$ cat src/rtl/agfs_pkg.sv
// Purpose: shared constants and types of the converter fault/mode block
// Assumes: 125 MHz clock, classic wishbone register access
// Notes: status bytes mirror the three host-visible input bytes
// Operation
// - byte X+18 carries the error flag in bit 1 and the data-valid flag in bit 0 per condition.
// - a configuration mismatch lights its lamp, keeps error 0 and valid 1, and clears X+16 bit 7.
// - in protection mode the show button steps through the mismatching slave addresses.
// - low supply lights its lamp, shows 88, sets error, clears valid, and recovers by itself.
// - a config store fault shows E1, clears X+17 bit 2 and voids the registered configuration.
// - master, ROM, RAM and watchdog-1 faults show E0, E2, E3, E8 and set X+18 bits 2 to 5.
// - host-link watchdog expiry lights the error lamp, shows E6 and leaves status not valid.
// - watchdog 2 (E9 or tens dot) and host-link RAM fault (E7) light the error lamp.
// - a long-press entry to protection mode stores the slave configuration and enables auto addressing; a short press does neither.
// - the operating mode is kept in non-volatile storage across power cycles.
// - the operating mode changes only through the mode button.
// - mode switching and registration work without the host link present.
// - a 5 s mode press registers and enters protection, or returns protection to configuration.
// - a slave present at address 0 refuses registration, keeps configuration mode and shows E5.
`default_nettype none
package agfs_pkg;
  localparam int unsigned CLK_HZ = 125_000_000;
  localparam int unsigned LONG_PRESS_S = 5;
  localparam int unsigned LONG_PRESS_CYC = CLK_HZ * LONG_PRESS_S;
  localparam int unsigned SHOW_STEP_S = 1;
  localparam int unsigned SHOW_STEP_CYC = CLK_HZ * SHOW_STEP_S;
  localparam logic [2:0] SWITCH_CYC = 3'h4;
  localparam logic [1:0] BOOT_CYC = 2'h3;

  localparam logic [7:0] ADR_STATUS = 8'h00;
  localparam logic [7:0] ADR_DISPLAY = 8'h04;
  localparam logic [7:0] ADR_IRQ_STAT = 8'h08;
  localparam logic [7:0] ADR_IRQ_MASK = 8'h0C;
  localparam logic [7:0] ADR_REG_CFG = 8'h10;
  localparam logic [7:0] ADR_MISMATCH = 8'h14;
  localparam logic [7:0] ADR_PRESENT = 8'h18;

  localparam int IRQ_MISMATCH = 0;
  localparam int IRQ_ERROR = 1;
  localparam int IRQ_MODE = 2;
  localparam int IRQ_REFUSE = 3;
  localparam logic [3:0] IRQ_MASK_RST = 4'h0;

  localparam int X16_MATCH = 7;
  localparam int X16_INIT = 0;
  localparam int X17_NV_OK = 2;
  localparam int X17_SWITCH = 0;
  localparam int X18_VALID = 0;
  localparam int X18_ERR = 1;
  localparam int X18_MASTER = 2;
  localparam int X18_ROM = 3;
  localparam int X18_RAM = 4;
  localparam int X18_WD1 = 5;

  localparam logic [7:0] SEG_BLANK = 8'hFF;
  localparam logic [7:0] SEG_88 = 8'h88;
  localparam logic [7:0] SEG_E0 = 8'hE0;
  localparam logic [7:0] SEG_E1 = 8'hE1;
  localparam logic [7:0] SEG_E2 = 8'hE2;
  localparam logic [7:0] SEG_E3 = 8'hE3;
  localparam logic [7:0] SEG_E5 = 8'hE5;
  localparam logic [7:0] SEG_E6 = 8'hE6;
  localparam logic [7:0] SEG_E7 = 8'hE7;
  localparam logic [7:0] SEG_E8 = 8'hE8;
  localparam logic [7:0] SEG_E9 = 8'hE9;

  typedef enum logic {MODE_CONFIG, MODE_PROTECT} agfs_mode_e;

  typedef struct packed {
    logic supply_low;
    logic nv_fault;
    logic master_fault;
    logic rom_fault;
    logic ram_fault;
    logic wd1;
    logic wd2;
    logic link_wd;
    logic link_ram;
    logic init_busy;
  } agfs_faults_s;

  typedef struct packed {
    logic [7:0] x18;
    logic [7:0] x17;
    logic [7:0] x16;
  } agfs_status_s;

  typedef struct packed {
    logic config_mismatch_lamp;
    logic supply_low_lamp;
    logic error_lamp;
    logic config_mode_lamp;
    logic auto_addr_lamp;
  } agfs_lamps_s;
endpackage : agfs_pkg
`default_nettype wire

$ cat src/rtl/agfs_button.sv
// Purpose: mode button press timer
// Assumes: btn already synchronised to clk
// Notes: one long pulse per press held LONG_CYC cycles, else one short pulse on release; holding on never repeats
`default_nettype none
module agfs_button #(
  parameter int unsigned LONG_CYC = agfs_pkg::LONG_PRESS_CYC
) (
  input wire logic clk,
  input wire logic nrst,
  input wire logic btn,
  output var logic long_p,
  output var logic short_p
);
  import agfs_pkg::*;
  logic [31:0] hold_reg;
  logic fired_reg;
  logic btn_q_reg;

  always_ff @(posedge clk or negedge nrst) begin
    if (!nrst) begin
      hold_reg <= 32'h0;
      fired_reg <= 1'b0;
      btn_q_reg <= 1'b0;
      long_p <= 1'b0;
      short_p <= 1'b0;
    end else begin
      btn_q_reg <= btn;
      long_p <= 1'b0;
      short_p <= 1'b0;
      if (btn) begin
        if (!fired_reg) begin
          hold_reg <= hold_reg + 32'h1;
        end
        if (!fired_reg && hold_reg == 32'(LONG_CYC - 1)) begin
          fired_reg <= 1'b1;
          long_p <= 1'b1;
        end
      end else begin
        hold_reg <= 32'h0;
        fired_reg <= 1'b0;
        if (btn_q_reg && !fired_reg) begin
          short_p <= 1'b1;
        end
      end
    end
  end
endmodule : agfs_button
`default_nettype wire

$ cat src/rtl/agfs_top.sv
// Purpose: fault reporting and operating mode of the link-to-network converter
// Assumes: all pin inputs asynchronous; wishbone master on clk
// Notes: mode survives power loss only through the external nv store pins
//
// Design decisions made here: the address map and the Wishbone interface to the registers.
`default_nettype none
module agfs_top #(
  parameter int unsigned LONG_CYC = agfs_pkg::LONG_PRESS_CYC,
  parameter int unsigned STEP_CYC = agfs_pkg::SHOW_STEP_CYC
) (
  input wire logic clk,
  input wire logic nrst,
  input wire logic wb_cyc_i,
  input wire logic wb_stb_i,
  input wire logic wb_we_i,
  input wire logic [7:0] wb_adr_i,
  input wire logic [3:0] wb_sel_i,
  input wire logic [31:0] wb_dat_i,
  output logic [31:0] wb_dat_o,
  output logic wb_ack_o,
  input wire agfs_pkg::agfs_faults_s faults_i,
  input wire logic [31:0] present_i,
  input wire logic mode_button,
  input wire logic show_button,
  input wire logic nv_mode_i,
  output logic nv_mode_o,
  output logic nv_mode_wr_o,
  output var agfs_pkg::agfs_status_s status_o,
  output var agfs_pkg::agfs_lamps_s lamps_o,
  output logic [7:0] seg_o,
  output logic dot_tens_o,
  output logic irq_o
);
  import agfs_pkg::*;

  function automatic logic [5:0] first_at(input logic [31:0] v, input logic [5:0] s);
    logic [5:0] r;
    r = 6'h00;
    for (int i = 31; i >= 0; i--) begin
      if (v[i] && 6'(i) >= s) begin
        r = {1'b1, 5'(i)};
      end
    end
    return r;
  endfunction : first_at

  function automatic logic [7:0] to_dec(input logic [4:0] a);
    return {4'(a / 5'h0A), 4'(a % 5'h0A)};
  endfunction : to_dec

  // all pins share one two-stage synchroniser
  logic [44:0] sync1_reg;
  logic [44:0] sync2_reg;
  agfs_faults_s flt;
  logic [31:0] present;
  logic mode_btn;
  logic show_btn;
  logic nv_in;

  always_ff @(posedge clk or negedge nrst) begin
    if (!nrst) begin
      sync1_reg <= 45'h0;
      sync2_reg <= 45'h0;
    end else begin
      sync1_reg <= {faults_i, present_i, mode_button, show_button, nv_mode_i};
      sync2_reg <= sync1_reg;
    end
  end

  assign flt = agfs_faults_s'(sync2_reg[44:35]);
  assign present = sync2_reg[34:3];
  assign mode_btn = sync2_reg[2];
  assign show_btn = sync2_reg[1];
  assign nv_in = sync2_reg[0];

  logic long_p;
  logic short_p;

  agfs_button #(
    .LONG_CYC(LONG_CYC)
  ) u_mode_btn (
    .clk(clk),
    .nrst(nrst),
    .btn(mode_btn),
    .long_p(long_p),
    .short_p(short_p)
  );

  // boot: wait for the synchroniser, then load the stored mode
  logic [1:0] boot_reg;
  logic booted;
  assign booted = (boot_reg == BOOT_CYC);

  always_ff @(posedge clk or negedge nrst) begin
    if (!nrst) begin
      boot_reg <= 2'h0;
    end else if (!booted) begin
      boot_reg <= boot_reg + 2'h1;
    end
  end

  // mode machine; no register write can reach it
  agfs_mode_e mode_reg;
  logic auto_reg;
  logic [31:0] cfg_reg;
  logic cfg_ok_reg;
  logic refuse_reg;
  logic refuse_ev_reg;
  logic mode_ev_reg;
  logic [2:0] sw_cnt_reg;
  logic nv_wr_reg;
  logic nv_val_reg;

  always_ff @(posedge clk or negedge nrst) begin
    if (!nrst) begin
      mode_reg <= MODE_CONFIG;
      auto_reg <= 1'b0;
      cfg_reg <= 32'h0;
      cfg_ok_reg <= 1'b0;
      refuse_reg <= 1'b0;
      refuse_ev_reg <= 1'b0;
      mode_ev_reg <= 1'b0;
      sw_cnt_reg <= 3'h0;
      nv_wr_reg <= 1'b0;
      nv_val_reg <= 1'b0;
    end else begin
      nv_wr_reg <= 1'b0;
      mode_ev_reg <= 1'b0;
      refuse_ev_reg <= 1'b0;
      if (sw_cnt_reg != 3'h0) begin
        sw_cnt_reg <= sw_cnt_reg - 3'h1;
      end
      if (flt.nv_fault) begin
        cfg_ok_reg <= 1'b0;
      end
      if (boot_reg == BOOT_CYC - 2'h1) begin
        mode_reg <= agfs_mode_e'(nv_in);
        nv_val_reg <= nv_in;
      end else if (booted && (long_p || short_p)) begin
        refuse_reg <= 1'b0;
        case (mode_reg)
          MODE_CONFIG: begin
            if (long_p && present[0]) begin
              refuse_reg <= 1'b1;
              refuse_ev_reg <= 1'b1;
            end else begin
              if (long_p) begin
                cfg_reg <= present;
                // fault in the same cycle keeps the set void
                cfg_ok_reg <= !flt.nv_fault;
                auto_reg <= 1'b1;
              end
              mode_reg <= MODE_PROTECT;
              mode_ev_reg <= 1'b1;
              sw_cnt_reg <= SWITCH_CYC;
              nv_wr_reg <= 1'b1;
              nv_val_reg <= 1'b1;
            end
          end
          MODE_PROTECT: begin
            if (long_p) begin
              mode_reg <= MODE_CONFIG;
              auto_reg <= 1'b0;
              mode_ev_reg <= 1'b1;
              sw_cnt_reg <= SWITCH_CYC;
              nv_wr_reg <= 1'b1;
              nv_val_reg <= 1'b0;
            end
          end
          default: begin
            mode_reg <= MODE_CONFIG;
          end
        endcase
      end
    end
  end

  logic [31:0] mism_vec;
  logic mismatch;
  logic [5:0] mism_first;
  assign mism_vec = (mode_reg == MODE_PROTECT) ? (cfg_reg ^ present) : 32'h0;
  assign mismatch = |mism_vec;
  assign mism_first = first_at(mism_vec, 6'h00);

  // show sequencer, about one address per second
  logic show_q_reg;
  logic show_run_reg;
  logic [4:0] show_idx_reg;
  logic [31:0] tick_reg;
  logic [31:0] show_vec;
  logic [5:0] show_first;
  logic [5:0] show_nxt;
  assign show_vec = (mode_reg == MODE_PROTECT) ? mism_vec : present;
  assign show_first = first_at(show_vec, 6'h00);
  assign show_nxt = first_at(show_vec, {1'b0, show_idx_reg} + 6'h01);

  always_ff @(posedge clk or negedge nrst) begin
    if (!nrst) begin
      show_q_reg <= 1'b0;
      show_run_reg <= 1'b0;
      show_idx_reg <= 5'h00;
      tick_reg <= 32'h0;
    end else begin
      show_q_reg <= show_btn;
      if (!show_run_reg) begin
        if (show_btn && !show_q_reg && show_first[5]) begin
          show_run_reg <= 1'b1;
          show_idx_reg <= show_first[4:0];
          tick_reg <= 32'h0;
        end
      end else if (tick_reg == 32'(STEP_CYC - 1)) begin
        tick_reg <= 32'h0;
        show_run_reg <= show_nxt[5];
        show_idx_reg <= show_nxt[4:0];
      end else begin
        tick_reg <= tick_reg + 32'h1;
      end
    end
  end

  // indication next values
  agfs_status_s status_next;
  agfs_lamps_s lamps_next;
  logic [7:0] seg_next;
  logic dot_next;
  logic err;
  logic busy;
  assign busy = flt.init_busy || !booted || (sw_cnt_reg != 3'h0);

  always_comb begin
    err = flt.supply_low || flt.nv_fault || flt.master_fault || flt.rom_fault || flt.ram_fault || flt.wd1
          || flt.wd2;
    status_next = '0;
    status_next.x18[X18_ERR] = err;
    status_next.x18[X18_VALID] = !err && !busy && !flt.link_wd && !flt.link_ram;
    status_next.x18[X18_MASTER] = flt.master_fault;
    status_next.x18[X18_ROM] = flt.rom_fault;
    status_next.x18[X18_RAM] = flt.ram_fault;
    status_next.x18[X18_WD1] = flt.wd1;
    status_next.x17[X17_NV_OK] = !flt.nv_fault;
    status_next.x17[X17_SWITCH] = sw_cnt_reg != 3'h0;
    status_next.x16[X16_INIT] = flt.init_busy || !booted;
    status_next.x16[X16_MATCH] = !mismatch;
    lamps_next.config_mismatch_lamp = mismatch;
    lamps_next.supply_low_lamp = flt.supply_low;
    lamps_next.error_lamp = flt.nv_fault || flt.master_fault || flt.rom_fault || flt.ram_fault || flt.wd1
                            || flt.wd2 || flt.link_wd || flt.link_ram;
    lamps_next.config_mode_lamp = mode_reg == MODE_CONFIG;
    lamps_next.auto_addr_lamp = auto_reg && mode_reg == MODE_PROTECT;
    seg_next = SEG_BLANK;
    dot_next = flt.wd2;
    if (flt.wd2) begin
      seg_next = SEG_E9;
    end else if (flt.link_wd) begin
      seg_next = SEG_E6;
    end else if (flt.link_ram) begin
      seg_next = SEG_E7;
    end else if (flt.master_fault) begin
      seg_next = SEG_E0;
    end else if (flt.nv_fault) begin
      seg_next = SEG_E1;
    end else if (flt.rom_fault) begin
      seg_next = SEG_E2;
    end else if (flt.ram_fault) begin
      seg_next = SEG_E3;
    end else if (flt.wd1) begin
      seg_next = SEG_E8;
    end else if (flt.supply_low || busy) begin
      seg_next = SEG_88;
    end else if (refuse_reg) begin
      seg_next = SEG_E5;
    end else if (show_run_reg) begin
      seg_next = to_dec(show_idx_reg);
    end else if (mismatch) begin
      seg_next = to_dec(mism_first[4:0]);
    end
  end

  agfs_status_s status_reg;
  agfs_lamps_s lamps_reg;
  logic [7:0] seg_reg;
  logic dot_reg;

  always_ff @(posedge clk or negedge nrst) begin
    if (!nrst) begin
      status_reg <= '0;
      lamps_reg <= '0;
      seg_reg <= SEG_88;
      dot_reg <= 1'b0;
    end else begin
      status_reg <= status_next;
      lamps_reg <= lamps_next;
      seg_reg <= seg_next;
      dot_reg <= dot_next;
    end
  end

  // wishbone slave, one wait state per access
  logic req;
  logic wr;
  logic ack_reg;
  logic [31:0] dat_reg;
  logic [31:0] rd_data;
  logic [3:0] stat_reg;
  logic [3:0] mask_reg;
  logic [3:0] ev;
  logic [3:0] clr;
  logic [3:0] stat_next;
  logic irq_reg;
  assign req = wb_cyc_i && wb_stb_i && !ack_reg;
  assign wr = req && wb_we_i && wb_sel_i[0];
  assign ev = {refuse_ev_reg, mode_ev_reg, status_next.x18[X18_ERR] && !status_reg.x18[X18_ERR],
               mismatch && !lamps_reg.config_mismatch_lamp};
  assign clr = (wr && wb_adr_i == ADR_IRQ_STAT) ? wb_dat_i[3:0] : 4'h0;
  // new events win over a clear in the same cycle
  assign stat_next = (stat_reg & ~clr) | ev;

  always_comb begin
    case (wb_adr_i)
      ADR_STATUS: rd_data = {8'h00, status_reg};
      ADR_DISPLAY: rd_data = {18'h0, dot_reg, lamps_reg, seg_reg};
      ADR_IRQ_STAT: rd_data = {28'h0, stat_reg};
      ADR_IRQ_MASK: rd_data = {28'h0, mask_reg};
      ADR_REG_CFG: rd_data = cfg_reg;
      ADR_MISMATCH: rd_data = mism_vec;
      ADR_PRESENT: rd_data = present;
      default: rd_data = 32'h0;
    endcase
  end

  always_ff @(posedge clk or negedge nrst) begin
    if (!nrst) begin
      ack_reg <= 1'b0;
      dat_reg <= 32'h0;
      stat_reg <= 4'h0;
      mask_reg <= IRQ_MASK_RST;
      irq_reg <= 1'b0;
    end else begin
      ack_reg <= req;
      if (req) begin
        dat_reg <= rd_data;
      end
      if (wr && wb_adr_i == ADR_IRQ_MASK) begin
        mask_reg <= wb_dat_i[3:0];
      end
      stat_reg <= stat_next;
      irq_reg <= |(stat_next & mask_reg);
    end
  end

  assign wb_ack_o = ack_reg;
  assign wb_dat_o = dat_reg;
  assign irq_o = irq_reg;
  assign status_o = status_reg;
  assign lamps_o = lamps_reg;
  assign seg_o = seg_reg;
  assign dot_tens_o = dot_reg;
  assign nv_mode_o = nv_val_reg;
  assign nv_mode_wr_o = nv_wr_reg;
endmodule : agfs_top
`default_nettype wire

$ cat config.mk
export PLATFORM = sky130hd
export DESIGN_NAME = agfs_top
export DESIGN_NICKNAME = d
export VERILOG_FILES = /design/src/rtl/agfs_pkg.sv /design/src/rtl/agfs_button.sv /design/src/rtl/agfs_top.sv
export SDC_FILE = /design/constraint.sdc
export NUM_CORES = 1
export LEC_CHECK = 0
export BUFFER_PORTS_ARGS = -buffer_cell sky130_fd_sc_hd__buf_2
export CAP_MARGIN = 5
export CORE_MARGIN = 2
export CORE_UTILIZATION = 35
export CTS_CLUSTER_DIAMETER = 40
export DETAILED_ROUTE_END_ITERATION = 12
export PLACE_DENSITY = 0.5
export SYNTH_ARGS = -nofsm -noshare
export SYNTH_HDL_FRONTEND = slang
export SYNTH_HIERARCHICAL = 1
export SYNTH_SLANG_ARGS = --single-unit
$ cat constraint.sdc
create_clock -name clk -period 4 [get_ports clk]
set_input_delay 0.2 -clock clk [delete_from_list [all_inputs] [get_ports clk]]
set_output_delay 0.2 -clock clk [all_outputs]
set_load 0.02 [all_outputs]
==> results of run 1 <==
-- worst paths after layout --
check / start / slack (ns) / end
worst max-delay path: sync2_reg[33]$_DFF_PN0_ / 0.23 / seg_o[1]$_DFF_PN0_
max in group asynchronous: nrst / 2.69 / u_mode_btn/hold_reg[13]$_DFFE_PN0P_
worst min register to register: sync1_reg[39]$_DFF_PN0_ / 0.35 / sync2_reg[39]$_DFF_PN0_
min in group asynchronous: nrst / 0.29 / sync1_reg[42]$_DFF_PN0_
worst max register to register: sync2_reg[33]$_DFF_PN0_ / 0.23 / seg_o[1]$_DFF_PN0_
worst min-delay path: wb_we_i / 0.17 / stat_reg[3]$_DFF_PN0_
-- cells in the final DEF, fill, tap and decap left out, drive strengths merged, types with 8 or more instances in the layout --
| master | synthesis | layout |
|---|---|---|
| conb | 1 | 14 |
| clkinv | 0 | 11 |
| o211ai | 12 | 12 |
| a22oi | 23 | 23 |
| a22o | 14 | 14 |
| nor2b | 14 | 14 |
| a222oi | 11 | 11 |
| mux2 | 39 | 39 |
| nor2 | 107 | 107 |
| dlygate4sd3 | 0 | 50 |
| nor3 | 24 | 24 |
| a21oi | 73 | 73 |
| buf | 74 | 210 |
| o31ai | 24 | 24 |
| o22ai | 8 | 8 |
| mux2i | 11 | 11 |
| or4 | 18 | 18 |
| nand2 | 170 | 170 |
| clkbuf | 65 | 53 |
| inv | 38 | 55 |
| nand4 | 31 | 31 |
| nor4b | 8 | 8 |
| xnor2 | 41 | 41 |
| o21ai | 219 | 219 |
| dfrtp | 272 | 272 |
| nand3 | 35 | 35 |
| a21o | 10 | 10 |
| o41ai | 12 | 12 |
| and2 | 17 | 17 |
| ha | 17 | 17 |
| nand2b | 28 | 28 |
| and4 | 8 | 8 |
| a31oi | 25 | 25 |
| and3 | 10 | 10 |
| xor2 | 54 | 54 |
| nor4 | 16 | 16 |
-- metal layers --
layer  GRT usage (%)  vias up  share of wire [%]
li1                -     6388                  -
met1            28.9     6651                 46
met2            33.2      372                 46
met3            3.81       70                5.7
met4            6.20        2                2.1
met5               0        -              0.038
-- synthesized netlist by cell type, drive strengths merged, types with 5 or more instances --
library cell	n	share of area, %
a21boi	7	0.34
a21o	10	0.49
a21oi	73	2.4
a221oi	7	0.40
a222oi	11	0.71
a22o	14	0.80
a22oi	23	1.1
a31o	6	0.34
a31oi	25	1.1
and2	17	0.71
and3	10	0.41
and4	8	0.45
buf	74	3.0
clkbuf	65	1.6
dfrtp	272	44
ha	17	1.4
inv	38	0.93
mux2	39	2.8
mux2i	11	0.71
nand2	170	4.1
nand2b	28	1.1
nand3	35	1.2
nand4	31	1.4
nor2	107	2.6
nor2b	14	0.62
nor3	24	0.84
nor3b	6	0.29
nor4	16	0.79
nor4b	8	0.50
o2111ai	7	0.40
o211ai	12	0.58
o21ai	219	7.1
o22ai	8	0.32
o31ai	24	1.3
o32ai	6	0.34
o41ai	12	1.2
or2	5	0.22
or3	7	0.28
or4	18	0.90
xnor2	41	2.4
xor2	54	3.1
-- worst max-delay path, cell delays in order (launching register included) --
cell and delay, ns:
dfrtp_1 0.39, xor2_1 0.18, o41ai_2 0.34, buf_4 0.18
nand2b_1 0.12, a31oi_2 0.14, o21ai_2 0.19, inv_1 0.06
ha_1 0.16, nand2b_1 0.15, a41o_1 0.26, nand2_1 0.15
o221ai_2 0.13, o31a_1 0.16, ha_1 0.19, inv_1 0.06
o311ai_2 0.16, and3_1 0.24, nor4_2 0.25, o22ai_1 0.12
-- logic make-up after synthesis --
family / after synthesis / synth area share [%]
other: 1 / 0.0243
adders and majority gates: 17 / 1.38
buffers and inverters: 177 / 5.53
AOI/OAI and AO/OA: 517 / 22.1
DFF: 274 / 44.5
xor gates and xnor gates: 95 / 5.45
muxes: 50 / 3.56
and+or+nand+nor: 520 / 17.4
-- metrics by stage --
stage / power (uW) / worst slack, ns / instances / utilization, % / hold slack [ns]
CTS: 8970 / 0.137 / 2454 / 43.5 / 0.141
floorplan: 4260 / 0.456 / 1664 / - / -0.0956
global placement: 4910 / 0.199 / 2318 / 38.8 / 0.309
global route: 9320 / 0.0147 / 2456 / 43.6 / 0.185
detailed placement: 4910 / 0.145 / 2318 / 38.8 / 0.309
finish: 8890 / 0.229 / 2456 / 43.6 / 0.175
-- repair_timing --
item | in CTS | in global routing
buffers inserted | 0 | 2
endpoints found under the hold margin | 160 | 0
hold buffers | 50 | 0
setup endpoints to repair | 0 | 4
gates resized for setup | 0 | 5
-- where the power goes --
part           internal (uW)  total [uW]  leakage [uW]  switching, uW
sequential              2910        3030       0.00349            120
clock                   2400        3960      0.000761           1550
combinational            706        1900       0.00386           1190
-- cell type report --
class,count,area [um2]
Clock buffer,53,1230
Timing Repair Buffer,260,1810
Tap cell,585,732
Clock inverter,33,323
Inverter,38,143
Fill cell,4245,24400
Multi-Input combinational cell,1213,7790
Sequential cell,274,6860
==> results_dict.tcl, run 1 <==
set metrics [dict create \
    cp_max_fo 4 \
    slew_headroom_pct 42.9 \
    gp_congestion 0.926 \
    port_buffers 122 \
    grt_pass1_vias 13100 \
    htreeDepth 2 \
    maxSlewViolCount 0 \
    tns_ns 0 \
    clk_pin_slew_ns 0.06 \
    async_flop_share_pct 100 \
    ir_drop_v 0.000308 \
    cts_buffer_depth 3 \
    worstRegToRegCells 19 \
    wl_mm 47.0 \
    viasPerCell 5.49 \
    dieArea_um2 45700 \
    cp-start-kind "register" \
    yosys_warnings 6 \
    hp-class "input pin to register" \
    syn_area_per_cell_um2 9.34 \
    worst_skew_pair.late_latency_ns 0.57 \
    syn_area_um2 15400 \
    final_area_um2 18900 \
    drive_gt1_share_pct 20.2 \
    synthCells 1651 \
    grt_pass1_wl_mm 74.3 \
    vias 13500 \
    antenna_cells 0 \
    fin_worst_skew_ns 0.0276 \
    dieHeight_um 214 \
    yosys_most_used_dff "dfrtp_1" \
    fmax_ghz 0.265 \
    fin_crit_sh_pct 94.3 \
    cp_data_arrival_time_ns 4.21 \
    required_ns 4.44 \
    whs_path_depth 4 \
    cts_made_buffers 47 \
    p_per_area_nw_per_um2 471 \
    drcViolationCount 0 \
    synth_enable_flop_cells 0 \
    grt_overflow 0 \
    dr.pass1.iters 6 \
    end_kind "register" \
    leakagePower_uw 0.00811 \
    area_growth_pct 22.5 \
    dpl_cell_area_um2 16800 \
    rsz0062_at_grt "false" \
    initial_utilization_pct 35.6 \
    final-setup-viol-count 0 \
    critPathKind "register to register" \
    hpwl_mm 33.3 \
    clock-sinks 274 \
    tritoncts "yes" \
    rows 76 \
    fin_crit_ns 3.77 \
    outcome "complete, no violations" \
    drt_iter0_markers 1080 \
    ys_types 103 \
    drv_cap 0 \
    antenna_found_initial 1 \
    fin_nets 1945 \
    wl_per_cell_um 19.2 \
    worst_slew_pin_slew_ns 0.857 \
    pin_count 168 \
    seq_area_frac_synth_pct 44.5 \
    core_area_um2 43300 \
    die_x_um 214 \
    grtUsageTotal_pct 20.8 \
    drtAntennaViolNets 0 \
    grt_max_degree 113 \
    ys_ff_latch 274 \
    finalHoldViolations 0 \
    cts_root_buf "clkbuf_16" \
]
(Power assumes the default switching activity.)
==> run 2: changes to the inputs <==
GPL_TIMING_DRIVEN = 0   (was not set)
clock period = 4.5 ns   (was 4 ns; I/O delays follow)
==> run 2 against run 1 <==
  * First-iteration DRC count is 15% lower
  * Sequential power decreased by 12%
  * Via count up 2.0%
  * Flip-flop and latch count did not move
  * Non-clock buffer count grew 48
  * Critical path depth up 1
  * Die area unchanged
  * Fmax shrank 14%
  * Hold slack lost 0.062 ns
  * Highest routed layer unchanged
==> results_dict.tcl, run 2 (synthesis gave the netlist of run 1 again) <==
set metrics [dict create \
    outcome "complete, no violations" \
    port_buffers 122 \
    cts_buffer_depth 3 \
    p_seq_share_pct 33.2 \
    end_kind "register" \
    worstSetupStartpoint "mode_reg$_DFFE_PN0P_" \
    endpoint "seg_o[1]$_DFF_PN0_" \
    fin_crit_ns 4.36 \
    htreeDepth 2 \
    rows 76 \
    crit_slowest_cell "dfrtp_2" \
    grt_pass1_vias 13000 \
    hp-class "input pin to async pin" \
    vias 13700 \
    clk_pin_slew_ns 0.06 \
    reg2reg_setup_slack_ns 0.14 \
    wl_mm 48.7 \
    cts_made_buffers 49 \
    p_sw_uw 2600 \
    wl_per_cell_um 19.4 \
    drcViolationCount 0 \
    crit-reg2reg-capture "seg_o[1]$_DFF_PN0_" \
    hold_ws_ns 0.112 \
    fin_util_pct 44.1 \
    worst_skew_pair.late_latency_ns 0.59 \
    combPwrFrac_pct 20.6 \
    crit_cells 20 \
    area_growth_pct 23.7 \
    grt_max_degree 122 \
    initial_utilization_pct 35.6 \
    dpl_cell_area_um2 16900 \
    worstRegToRegCells 20 \
    required_ns 4.96 \
    final_cell_mix "271 x dfrtp_1, 206 x o21ai_0, 170 x nand2_1, 167 x buf_2, 106 x nor2_1" \
    pwr-share-clk_pct 46.2 \
    cpLargestDelayFamily "compound AO/OA/AOI/OAI gates" \
    drive_gt1_share_pct 18.9 \
    leakagePower_uw 0.00818 \
    grt_pass1_wl_mm 75.6 \
    maxSlewViolCount 0 \
    tritoncts "yes" \
    clock-sinks 274 \
    max_stage_delay_ns 0.46 \
    grtUsageTotal_pct 21.4 \
    final-setup-viol-count 0 \
    pin_count 168 \
    drtAntennaViolNets 0 \
    worst_slew_pin_slew_ns 0.875 \
    antenna_found_initial 1 \
    p_total_uw 8090 \
    switching_share_pct 32.1 \
    layout_commonest_cell "dfrtp_1" \
    cts_root_buf "clkbuf_16" \
    dr.pass1.iters 8 \
    slew_headroom_pct 41.2 \
    fmax_ghz 0.229 \
    viasPerCell 5.48 \
    cp-start-kind "register" \
    die_x_um 214 \
    fin_worst_skew_ns 0.0331 \
    fin_nets 1995 \
    p_per_area_nw_per_um2 424 \
    fin_crit_sh_pct 97.0 \
    critPathKind "register to register" \
    worst_r2r_startpoint "mode_reg$_DFFE_PN0P_" \
    core_area_um2 43300 \
    final_area_um2 19100 \
    drt_iter0_markers 916 \
    p_int_uw 5490 \
    hpwl_mm 36.3 \
    path_cells "buf_4 -> buf_6 -> buf_4 -> o41ai_2 -> o21ai_1 -> a31oi_4 -> o21ai_0 -> inv_1 -> ha_1 -> nand2b_1 -> a41o_1 -> nand2_1 -> o221ai_2 -> o31a_1 -> ha_1 -> inv_1 -> o311ai_2 -> and3_1 -> nor4_1 -> o22ai_1" \
    path_buf_inv 5 \
    fillerInstances 4206 \
    grt_overflow 0 \
    gp_congestion 0.959 \
    finalHoldViolations 0 \
    drv_cap 0 \
    ir_drop_v 0.000383 \
    dieArea_um2 45700 \
    cp_data_arrival_time_ns 4.82 \
    dieHeight_um 214 \
    cp_max_fo 10 \
]
[run 2: cell types whose count changed in the layout (fill, tap and decap cells not counted), moves of 3 or more]
cell      delta
buf_4       -65
clkbuf_1    +59
clkbuf_8     +3
buf_2       +46
clkinv_4     -3
inv_6        -4
buf_6        +6
[run 2: metrics by stage]
stage                     worst slack (ns)  TNS [ns]  instances
final                                0.136         0       2510
after CTS                            0.105         0       2513
after floorplan                      0.956         0       1664
after global routing               -0.0285   -0.0285       2508
after global placement               -1.88   -501.77       2371
after detailed placement             0.123         0       2373
[run 2: layout make-up]
| class | instances | area [um2] | share of cell area, % |
|---|---|---|---|
| inverters | 38 | 143 | 0.748 |
| well taps | 585 | 732 | 3.84 |
| plain buffers | 133 | 687 | 3.60 |
| clock inverters | 32 | 369 | 1.94 |
| diodes | 2 | 5.00 | 0.0262 |
| flip-flops and latches | 274 | 6860 | 36.0 |
| repair buffers | 175 | 1180 | 6.21 |
| multi-input cells | 1213 | 7780 | 40.8 |
| clock buffers | 58 | 1310 | 6.87 |
[run 2: worst min path at each step]
stage	startpoint	endpoint	slack, ns
floorplan	nrst	auto_reg$_DFFE_PN0P_	-0.07
finish	nrst	sync1_reg[41]$_DFF_PN0_	0.11
global placement	faults_i[8]	sync1_reg[43]$_DFF_PN0_	0.33
detailed placement	nrst	sync1_reg[41]$_DFF_PN0_	0.14
global route	nrst	sync1_reg[41]$_DFF_PN0_	0.13
CTS	nrst	sync1_reg[41]$_DFF_PN0_	0.1
[run 2: per-layer routing]
layer / track usage [%] / part of all wire, %
met3: 4.03 / 5.9
met1: 30.7 / 47
met5: 0 / 0.025
met4: 6.97 / 2.3
met2: 32.6 / 45
[run 2: power by group through the flow]
stage | registers [uW] | clock network, uW | logic, uW
floorplan | 2700 | 0 | 1080
global placement | 2720 | 0 | 1610
detailed placement | 2720 | 0 | 1610
CTS | 2680 | 3830 | 1660
global route | 2700 | 3940 | 1840
finish | 2680 | 3740 | 1670
[run 2: timing repair]
item,in CTS,in global routing
resized for setup,0,4
hold buffers,50,0
endpoints found under the hold margin,111,0
setup buffers,0,1
endpoints found under the setup margin,0,4
